$ cat src/core/obr_pkg.sv
package obr_pkg;

  // core data space decode
  localparam logic [7:0] PAGE_REG_ADDR = 8'he8;
  localparam logic [7:0] PAGE_LINES_1_4 = 8'h20;
  localparam logic [7:0] PAGE_LINE_5 = 8'h40;
  localparam logic [7:0] GLYPH_BANK_ADDR = 8'hed;
  localparam logic [7:0] SYNC_PORT_ADDR = 8'he4;
  localparam int SYNC_PORT_BIT = 4;
  localparam logic [5:0] BACKDROP_OFS = 6'h14;
  localparam logic [5:0] MASTER_ON_OFS = 6'h17;
  localparam logic [5:0] LINE5_TOP_OFS = 6'h0f;
  localparam logic [6:0] LINE5_BASE = 7'h40;

  // display ram geometry
  localparam int RAM_DEPTH = 80;
  localparam int ENTRY_W = 7;
  localparam int GLYPH_TYPES = 64;
  localparam int COLS = 16;
  localparam int LINES = 5;

  // pixel timing: one dot every DOT_DIV core cycles once the oscillator runs
  localparam logic [3:0] DOT_DIV = 4'h8;
  localparam logic [2:0] DOTS_PER_CELL = 3'h6;

  // reset values of control state
  localparam logic [7:0] BACKDROP_RST = 8'h00;
  localparam logic [5:0] COLOUR_BLACK = 6'h00;

  // entry layout: bit 6 set marks a space entry, else low six bits index a glyph; column 0 is always the format entry
  localparam int ENT_CTRL_BIT = 6;
  localparam int ENT_BGS_BIT = 5;
  localparam int ENT_WORD_ON_BIT = 4;
  localparam int ENT_GAP_BIT = 3;
  localparam int ENT_SIZE_BIT = 2;
  localparam int ENT_COLOUR_LSB = 0;

  // write strobe with its data from the core
  typedef struct packed {
    logic wr;
    logic [7:0] addr;
    logic [7:0] data;
  } obr_wr_t;

  // the four video outputs
  typedef struct packed {
    logic red;
    logic green;
    logic blue;
    logic blank;
  } obr_video_t;

  typedef enum logic [1:0] {OSC_OFF, OSC_WAIT_VS, OSC_RUN} obr_osc_t;

endpackage

$ cat src/core/obr_sync_in.sv
`timescale 1ns/10ps
`default_nettype none
// two-flop synchroniser with a combinational rising-edge detector against a third flop after it
module obr_sync_in
  import obr_pkg::*;
(
  input wire logic core_clk,
  input wire logic reset,
  input wire logic pin,
  output logic level,
  output logic rise
);
  logic meta;
  logic stage2;
  always_ff @(posedge core_clk) begin
    if (reset) begin
      meta <= 1'b0;
      stage2 <= 1'b0;
      level <= 1'b0;
    end else begin
      meta <= pin;
      stage2 <= meta;
      level <= stage2;
    end
  end

  // edge taken past the second flop, so the first flop feeds nothing else
  always_comb rise = stage2 & ~level;

endmodule
`default_nettype wire

$ cat src/core/obr_ctrl.sv
`timescale 1ns/10ps
`default_nettype none
// How it works
// - backdrop setup at page 6 offset 14h: colour pairs bits 7..2, enables bits 1..0
// - two backdrop definitions; preceding entry's choice bit picks one per word
// - backdrop colour is a three-bit red/green/blue code, black to white
// - backdrop enable 0 draws word bare, 1 surrounds word with backdrop
// - glyph bank register at EDh, no page, write-only, bit 0 picks bank
// - glyph bank change accepted only while display master enable is clear
// - core reaches display ram only while master enable is zero
// - first entry per line is hidden format: size, line gap, first word attributes
// - later entries are space entries or an index to 64 glyph types
// - space entry sets colour, backdrop, word enable, word gap for next word; code takes the gap bit from the format entry only
// - ram holds 80 seven-bit entries: five lines of sixteen
// - address bits 3..0 column, 5..4 line on page 5; line 5 page 6 00h-0Fh
// - all 86 display locations are write-only, no read-back
// - master enable at 17h writable always; other 85 only while oscillator stopped
// - after master enable is set, oscillator waits for next vertical sync
// - clearing master enable stops the oscillator at once
// - vertical sync pin readable inverted as bit 4 of E4h
// - generator locks to vertical and horizontal sync, drives four video outputs
// - box mode: space at line end, size 0, spaces unbacked gives end bar
// - enable clear: display off, core writes; set: words shown, core locked
// - blank-gap backdrop-off 0 follows enables; 1 no backdrop on spaces
module obr_ctrl
  import obr_pkg::*;
(
  input wire logic core_clk,
  input wire logic reset,
  input wire obr_wr_t core_wr,
  input wire logic [7:0] core_rd_addr,
  output logic [7:0] core_rd_data,
  input wire logic vsync_pin,
  input wire logic hsync_pin,
  input wire logic blank_gap_backdrop_off,
  input wire logic box_backdrop_mode,
  output var obr_video_t video,
  output logic display_master_on,
  output logic osc_running,
  output logic glyph_bank_pick
);

  // synchronised sync pins
  logic vs_level, vs_rise, hs_rise;
  obr_sync_in u_vs (
    .core_clk(core_clk),
    .reset(reset),
    .pin(vsync_pin),
    .level(vs_level),
    .rise(vs_rise)
  );
  obr_sync_in u_hs (
    .core_clk(core_clk),
    .reset(reset),
    .pin(hsync_pin),
    .level(),
    .rise(hs_rise)
  );

  // ---- core write decode ----
  logic [7:0] page;
  logic [7:0] backdrop_setup_reg;
  logic [ENTRY_W-1:0] disp_ram [RAM_DEPTH];
  obr_osc_t osc_state;
  logic [7:0] next_page, next_backdrop;
  logic next_master, next_bank;
  logic in_page5, in_page6, open_wr, ram_we;
  logic [6:0] ram_waddr;

  always_comb begin
    in_page5 = core_wr.addr[7:6] == 2'b00 && page == PAGE_LINES_1_4;
    in_page6 = core_wr.addr[7:6] == 2'b00 && page == PAGE_LINE_5;
    open_wr = core_wr.wr && osc_state == OSC_OFF && !display_master_on;
    next_page = core_wr.wr && core_wr.addr == PAGE_REG_ADDR ? core_wr.data : page;
    next_master = display_master_on;
    if (core_wr.wr && in_page6 && core_wr.addr[5:0] == MASTER_ON_OFS) begin
      next_master = core_wr.data[0];
    end
    next_backdrop = backdrop_setup_reg;
    if (open_wr && in_page6 && core_wr.addr[5:0] == BACKDROP_OFS) begin
      next_backdrop = core_wr.data;
    end
    next_bank = glyph_bank_pick;
    if (open_wr && core_wr.addr == GLYPH_BANK_ADDR) begin
      next_bank = core_wr.data[0];
    end
    ram_we = 1'b0;
    ram_waddr = 7'h00;
    if (open_wr && in_page5) begin
      ram_we = 1'b1; // lines 1..4 by address bits 5..4
      ram_waddr = {1'b0, core_wr.addr[5:0]};
    end else if (open_wr && in_page6 && core_wr.addr[5:0] <= LINE5_TOP_OFS) begin
      ram_we = 1'b1; // line 5
      ram_waddr = LINE5_BASE | {3'b000, core_wr.addr[3:0]};
    end
  end

  // bank holds no reset value by design; everything else is cleared
  always_ff @(posedge core_clk) begin
    glyph_bank_pick <= next_bank;
    if (reset) begin
      page <= 8'h00;
      backdrop_setup_reg <= BACKDROP_RST;
      display_master_on <= 1'b0;
    end else begin
      page <= next_page;
      backdrop_setup_reg <= next_backdrop;
      display_master_on <= next_master;
    end
  end

  // 80 x 7 entries; write port only from the core
  always_ff @(posedge core_clk) begin
    if (ram_we) begin
      disp_ram[ram_waddr] <= core_wr.data[ENTRY_W-1:0];
    end
  end

  // read side: only the sync port bit, display locations read zero
  logic [7:0] next_rd;
  always_comb begin
    next_rd = 8'h00;
    if (core_rd_addr == SYNC_PORT_ADDR) begin
      next_rd[SYNC_PORT_BIT] = ~vs_level;
    end
  end
  always_ff @(posedge core_clk) begin
    if (reset) core_rd_data <= 8'h00;
    else core_rd_data <= next_rd;
  end

  // ---- oscillator start/stop ----
  obr_osc_t next_osc;
  always_comb begin
    next_osc = osc_state;
    unique case (osc_state)
      OSC_OFF: if (display_master_on) next_osc = OSC_WAIT_VS;
      OSC_WAIT_VS: if (vs_rise) next_osc = OSC_RUN;
      OSC_RUN: next_osc = OSC_RUN;
    endcase
    if (!display_master_on) next_osc = OSC_OFF;
  end
  // running flag registered alongside the state so the output leaves a flop
  always_ff @(posedge core_clk) begin
    if (reset) begin
      osc_state <= OSC_OFF;
      osc_running <= 1'b0;
    end else begin
      osc_state <= next_osc;
      osc_running <= next_osc == OSC_RUN;
    end
  end

  // scan engine, locked to hsync/vsync
  logic [3:0] dot_div;
  logic [2:0] dot_cnt;
  logic [3:0] col;
  logic [2:0] line;
  logic cur_bgs, cur_word_on, line_size, line_gap, cur_is_space, last_space;
  logic [2:0] cur_colour;
  logic [3:0] next_div, next_col;
  logic [2:0] next_dot, next_line, next_colour;
  logic next_bgs, next_word_on, next_size, next_gap, next_is_space, next_last;
  logic [ENTRY_W-1:0] ent;
  logic [6:0] rd_idx;
  logic dot_tick;

  always_comb begin
    rd_idx = {line, col};
    ent = disp_ram[rd_idx];
    dot_tick = osc_running && dot_div == DOT_DIV - 4'h1;
    next_div = osc_running && !dot_tick ? dot_div + 4'h1 : 4'h0;
    next_dot = dot_cnt;
    next_col = col;
    next_line = line;
    next_bgs = cur_bgs;
    next_word_on = cur_word_on;
    next_size = line_size;
    next_gap = line_gap;
    next_colour = cur_colour;
    next_is_space = cur_is_space;
    next_last = last_space;
    if (!osc_running || vs_rise) begin
      next_dot = 3'h0;
      next_col = 4'h0;
      next_line = 3'h0;
    end else if (hs_rise) begin
      next_dot = 3'h0;
      next_col = 4'h0;
    end else if (dot_tick && dot_cnt == DOTS_PER_CELL - 3'h1) begin
      next_dot = 3'h0;
      if (col == 4'h0 || ent[ENT_CTRL_BIT]) begin
        // format (col 0) or space entry: attributes for the next word
        next_bgs = ent[ENT_BGS_BIT];
        next_word_on = ent[ENT_WORD_ON_BIT];
        next_colour = {1'b0, ent[1:0]};
        if (col == 4'h0) begin
          next_size = ent[ENT_SIZE_BIT];
          next_gap = ent[ENT_GAP_BIT];
        end
      end
      next_is_space = col != 4'h0 && ent[ENT_CTRL_BIT];
      if (col == 4'(COLS - 1)) next_last = next_is_space;
      if (col != 4'(COLS - 1)) next_col = col + 4'h1;
      else if (line != 3'(LINES - 1)) next_line = line + 3'h1;
    end else if (dot_tick) begin
      next_dot = dot_cnt + 3'h1;
    end
  end

  always_ff @(posedge core_clk) begin
    if (reset) begin
      dot_div <= 4'h0;
      dot_cnt <= 3'h0;
      col <= 4'h0;
      line <= 3'h0;
      cur_bgs <= 1'b0;
      cur_word_on <= 1'b0;
      line_size <= 1'b0;
      line_gap <= 1'b0;
      cur_colour <= 3'h0;
      cur_is_space <= 1'b0;
      last_space <= 1'b0;
    end else begin
      dot_div <= next_div;
      dot_cnt <= next_dot;
      col <= next_col;
      line <= next_line;
      cur_bgs <= next_bgs;
      cur_word_on <= next_word_on;
      line_size <= next_size;
      line_gap <= next_gap;
      cur_colour <= next_colour;
      cur_is_space <= next_is_space;
      last_space <= next_last;
    end
  end

  // ---- backdrop selection and video output ----
  logic [2:0] bd_colour;
  logic bd_on, end_bar;
  obr_video_t next_video;
  always_comb begin
    // two-bit pairs collapse to one bit per gun, top bit of pair for backdrop 1
    bd_colour = cur_bgs ? {backdrop_setup_reg[7], backdrop_setup_reg[5], backdrop_setup_reg[3]}
                        : {backdrop_setup_reg[6], backdrop_setup_reg[4], backdrop_setup_reg[2]};
    bd_on = cur_bgs ? backdrop_setup_reg[1] : backdrop_setup_reg[0];
    if (cur_is_space && blank_gap_backdrop_off) bd_on = 1'b0;
    // end-of-line bar in box mode
    end_bar = box_backdrop_mode && last_space && !line_size && blank_gap_backdrop_off
              && col == 4'h0;
    next_video = '0;
    if (osc_running && cur_word_on && col != 4'h0 && (bd_on || end_bar)) begin
      next_video = '{red: bd_colour[2], green: bd_colour[1], blue: bd_colour[0], blank: 1'b1};
    end else if (osc_running && end_bar) begin
      next_video = '{red: bd_colour[2], green: bd_colour[1], blue: bd_colour[0], blank: 1'b1};
    end else if (osc_running && cur_word_on && !cur_is_space && col != 4'h0) begin
      next_video = '{red: cur_colour[2], green: cur_colour[1], blue: cur_colour[0],
                     blank: 1'b1};
    end
  end
  always_ff @(posedge core_clk) begin
    if (reset) video <= '0;
    else video <= next_video;
  end

  // ---- assertions ----
  osc_waits_vs_a: assert property (@(posedge core_clk) disable iff (reset)
    $rose(display_master_on) |=> !osc_running)
    else $error("oscillator started without vsync");
  osc_stops_a: assert property (@(posedge core_clk) disable iff (reset)
    !display_master_on |=> !osc_running)
    else $error("oscillator kept running after enable cleared");
  ram_lock_a: assert property (@(posedge core_clk) disable iff (reset)
    ram_we |-> !display_master_on && !osc_running)
    else $error("ram written while display enabled");
  bank_lock_a: assert property (@(posedge core_clk) disable iff (reset)
    display_master_on |=> $stable(glyph_bank_pick))
    else $error("glyph bank changed while enabled");
  backdrop_lock_a: assert property (@(posedge core_clk) disable iff (reset)
    display_master_on ##1 display_master_on |-> $stable(backdrop_setup_reg))
    else $error("backdrop register changed while locked");
  master_write_a: assert property (@(posedge core_clk) disable iff (reset)
    core_wr.wr && in_page6 && core_wr.addr[5:0] == MASTER_ON_OFS
    |=> display_master_on == $past(core_wr.data[0]))
    else $error("master enable write lost");
  sync_port_a: assert property (@(posedge core_clk) disable iff (reset)
    core_rd_addr == SYNC_PORT_ADDR |=> core_rd_data[SYNC_PORT_BIT] == !$past(vs_level))
    else $error("sync port bit not inverted pin");
  dark_when_off_a: assert property (@(posedge core_clk) disable iff (reset)
    !osc_running ##1 !osc_running |-> video == '0)
    else $error("video active with oscillator off");
  bare_word_a: assert property (@(posedge core_clk) disable iff (reset)
    osc_running && cur_word_on && col != 4'h0 && !cur_is_space && !bd_on && !end_bar
    |=> {video.red, video.green, video.blue} == $past(cur_colour) && video.blank)
    else $error("bare word not drawn in its own colour");
  start_c: cover property (@(posedge core_clk) disable iff (reset)
    display_master_on ##[1:1000] osc_running);
  ram_wr_c: cover property (@(posedge core_clk) disable iff (reset) ram_we);
  blank_c: cover property (@(posedge core_clk) disable iff (reset) video.blank);
  bank_wr_c: cover property (@(posedge core_clk) disable iff (reset)
    open_wr && core_wr.addr == GLYPH_BANK_ADDR);

endmodule
`default_nettype wire

$ cat config.mk
export PLATFORM = sky130hd
export DESIGN_NAME = obr_ctrl
export DESIGN_NICKNAME = d
export VERILOG_FILES = /design/src/core/obr_pkg.sv /design/src/core/obr_sync_in.sv /design/src/core/obr_ctrl.sv
export SDC_FILE = /design/constraint.sdc
export NUM_CORES = 1
export LEC_CHECK = 0
export ABC_AREA = 1
export BUFFER_PORTS_ARGS = -buffer_cell sky130_fd_sc_hd__clkbuf_2
export CAP_MARGIN = 10
export CELL_PAD_IN_SITES_DETAIL_PLACEMENT = 0
export CELL_PAD_IN_SITES_GLOBAL_PLACEMENT = 1
export CORE_MARGIN = 5
export CORE_UTILIZATION = 49
export DETAILED_ROUTE_END_ITERATION = 7
export GPL_ROUTABILITY_DRIVEN = 1
export PLACE_DENSITY_LB_ADDON = 0.1
export SLEW_MARGIN = 20
export SYNTH_ARGS = -nofsm -noshare
export SYNTH_HDL_FRONTEND = slang
export SYNTH_HIERARCHICAL = 1
export SYNTH_SLANG_ARGS = --single-unit
$ cat constraint.sdc
create_clock -name core_clk -period 2.9 [get_ports core_clk]
set_input_delay 0.58 -clock core_clk [delete_from_list [all_inputs] [get_ports core_clk]]
set_output_delay 0.58 -clock core_clk [all_outputs]
set_load 0.005 [all_outputs]
==> run_results.csv <==
group,metric,value,unit
logic_synthesis,syn_area_per_cell,11.41,µm²
placed_design,dp_cells,2610,
logic_synthesis,synth.distinct_cells,41,
timing,setup_viol,0,
layout,layout-drive-gt1-share,13.89,%
timing,period_needed,2.621,ns
placed_design,dpl.hpwl,37860,µm
logic_synthesis,syn_inst,1933,
die,die_x,222.1,µm
clock_network,ctsRootBufferMaster,"clkbuf_16",
grt,grt_usage,24.00,%
detailed_routing,first_iter_violations,1479,
grt,grt_pass1_vias,14805,
detailed_routing,ant_nets,0,
critical_path,critPathKind,"flip-flop to flip-flop",
critical_path,crit_fanout,43,
critical_path,worstRegToRegCells,9,
run_status,outcome,"complete, no violations",
detailed_routing,dr.pass1.iters,6,
placed_design,io_buffers,38,
timing,finalCritPeriodShare,90.39,%
power_and_ir_drop,pwr_density_cell,597.5,nW/µm²
clock_network,cts_sinks,533,
layout,syn_to_final_growth,15.22,%
critical_path,worstPathArrival,3.06,ns
critical_path,reg2reg_slack,0.28,ns
power_and_ir_drop,leakage,9.154,nW
die,rows,77,
timing,hold_ws,0.1478,ns
timing,fmax,381.5,MHz
clock_network,postCtsSetupBuffers,0,
critical_path,critPathCaptureType,"flip-flop",
die,core,44320,µm²
clock_network,cts_tree,"done",
timing,finalHoldViolCount,0,
detailed_routing,drc,0,
die,dieArea,49340,µm²
power_and_ir_drop,power.total,15.18,mW
grt,grt_antenna_before_repair,2,
die,dieHeight,222.1,µm
timing,worst_pin_slew,0.5864,ns
power_and_ir_drop,ir_worst_vdd,0.4892,mV
logic_synthesis,synth-seq-cells,533,
clock_network,clock_latency,0.60,ns
layout,largest_register_ffs,480,
logic_synthesis,ys_seq_area_share,70.24,%
run,drv_cap,0,
critical_path,crit_required,3.33,ns
detailed_routing,viasPerCell,5.531,
placed_design,postPlaceCellArea,23750,µm²
clock_network,cts_made_buffers,54,
layout,design_area,25400,µm²
worst_hold_path,hold_end,"core_rd_data[4]$_SDFF_PP0_",
clock_network,h-tree-depth,2,
placed_design,gp_congestion,0.8197,
layout,final_net_count,2115,
detailed_routing,routed_wl,59950,µm
worst_hold_path,worstHoldStart,"core_rd_addr[1]",
logic_synthesis,ys_warn_count,6,
logic_synthesis,syn_area,22050,µm²
die,ios,46,
worst_hold_path,hold_depth,2,
critical_path,start_kind,"flip-flop",
clock_network,clk_pin_slew,0.06,ns
detailed_routing,dr_total_vias,14983,
timing,fin_skew,0.01761,ns
grt,globalRouteOverflowTotal,0,
grt,grt_pass1_wl,90880,µm
timing,relSlewSlack,60.55,%
timing,rsz0062_at_grt,"no",
grt,grt_max_degree,110,
timing,slew_violations,0,
clock_network,clockBufferDepth,3,
critical_path,r2r_start,"col[0]$_SDFFE_PP0P_",
timing,tns,0,ns
worst_hold_path,min_path_type,"primary input to flip-flop",
layout,fin_cells,2709,
detailed_routing,wl_per_cell,22.13,µm
critical_path,rr_endpoint,"video[3]$_SDFF_PP0_",
die,initial_core_util,49.75,%
==> through the flow <==
stage	util, %	setup WS [ns]
after floorplan	-	0.5731
after global placement	53.59	0.02705
after detailed placement	53.59	0.04117
after CTS	57.30	0.1615
after global routing	57.31	0.03801
final	57.32	0.2787
==> Yosys cell counts <==
library cell,count,area [µm²]
nand4_2,2,25.02
o21ai_1,26,130.1
nand3_1,82,410.4
nor2_4,3,33.78
inv_1,105,394.1
buf_1,2,7.510
o211ai_1,2,15.01
nor2_2,2,12.51
nand2_1,288,1081
dfxtp_1,52,1041
nor4_1,9,56.30
nand3b_1,2,15.01
buf_4,27,202.7
a21oi_4,1,16.27
o21bai_1,1,7.510
o21ai_0,196,980.9
o2111ai_2,1,15.01
or2_2,3,18.77
buf_2,39,195.2
a2111oi_0,1,8.760
nand2_2,2,12.51
clkbuf_1,22,82.58
a211oi_1,10,75.07
o31ai_1,1,7.510
o21a_1,1,7.510
nor3_1,3,15.01
nand3_2,7,70.07
a21oi_1,55,275.3
buf_6,17,191.4
xnor2_1,2,17.52
nand4_1,18,112.6
conb_1,1,3.750
o22ai_1,74,462.9
inv_2,6,22.52
nor4_2,1,12.51
ha_1,10,125.1
nor2_1,375,1408
edfxtp_1,481,14440
a21boi_1,1,7.510
nand2_4,1,11.26
buf_8,1,15.01
==> how the worst max path moves through the flow <==
stage	endpoint	startpoint	slack, ns	cells after the start
after floorplan	disp_ram[21][0]$_DFFE_PP_	core_wr[15]	0.57	9
after global placement	disp_ram[49][0]$_DFFE_PP_	core_wr[15]	0.03	10
after detailed placement	disp_ram[49][5]$_DFFE_PP_	core_wr[15]	0.04	10
after CTS	disp_ram[49][2]$_DFFE_PP_	osc_state[0]$_SDFF_PP0_	0.16	10
after global routing	disp_ram[35][5]$_DFFE_PP_	osc_state[0]$_SDFF_PP0_	0.04	10
final	video[3]$_SDFF_PP0_	col[0]$_SDFFE_PP0P_	0.28	9
==> logic make-up after synthesis <==
logic type	after synthesis	share of synthesized area, %
flops	533	70.24
compound gates	370	9.115
other cells	1	0.01701
xor+xnor	2	0.07947
simple gates	798	14.94
fa+ha+maj	10	0.5675
buf+inv	219	5.040
==> placed cells by master, fill, tap and decap left out, types with 3 or more instances in the layout <==
| cell type | Yosys | routed |
|---|---|---|
| edfxtp_1 | 481 | 481 |
| nor2_1 | 375 | 374 |
| nand2_1 | 288 | 288 |
| o21ai_0 | 196 | 196 |
| buf_4 | 27 | 124 |
| inv_1 | 105 | 105 |
| nand3_1 | 82 | 82 |
| o22ai_1 | 74 | 74 |
| a21oi_1 | 55 | 55 |
| clkbuf_16 | 0 | 55 |
| dfxtp_1 | 52 | 50 |
| clkbuf_2 | 0 | 36 |
| o21ai_1 | 26 | 26 |
| buf_12 | 0 | 25 |
| nand4_1 | 18 | 18 |
| clkinv_1 | 0 | 18 |
| clkinv_2 | 0 | 15 |
| a211oi_1 | 10 | 10 |
| ha_1 | 10 | 10 |
| nor4_1 | 9 | 9 |
| nand3_2 | 7 | 7 |
| conb_1 | 1 | 7 |
| clkbuf_1 | 22 | 5 |
| inv_2 | 6 | 4 |
| nor2_2 | 2 | 3 |
| nor3_1 | 3 | 3 |
| nor2_4 | 3 | 3 |
| or2_2 | 3 | 3 |
| bufinv_16 | 0 | 3 |
==> power breakdown <==
part / switching [mW] / total [mW] / internal, mW
clock: 2.87 / 6.56 / 3.70
sequential: 0.00101 / 8.36 / 8.36
combinational: 0.198 / 0.250 / 0.0527
total: 3.06 / 15.2 / 12.1
==> area by class of cell <==
cell class / instances / area [µm²]
fillers: 3783 / 18920
diodes: 1 / 2.502
well taps: 592 / 740.7
clock inverters: 38 / 250.2
clock buffers: 60 / 1395
multi-input cells: 1187 / 5477
flip-flops and latches: 533 / 15490
inverters: 111 / 422.9
repair buffers: 187 / 1622
==> critical path, stage by stage, from the launching register on <==
cell       delay, ns
dfxtp_4         0.40
inv_6           0.37
buf_4           0.39
ha_1            0.19
nand2_1         0.14
nor4_1          0.23
nand2_1         0.08
nand2_1         0.16
inv_1           0.08
a2111oi_1       0.39
==> routing by layer <==
metal  share of wire [%]  GRT usage (%)  up-vias
met5               0.022              0        -
li1                    -              -     7036
met4                 2.8          7.695        2
met2                  47          38.28      488
met1                  44          34.06     7344
met3                 6.8          3.959      113
==> repair_timing <==
item,in CTS,in global routing
endpoints found under the setup margin,0,4
resized for setup,0,2
hold buffers,0,0
Power figures use the tool's default switching activity.
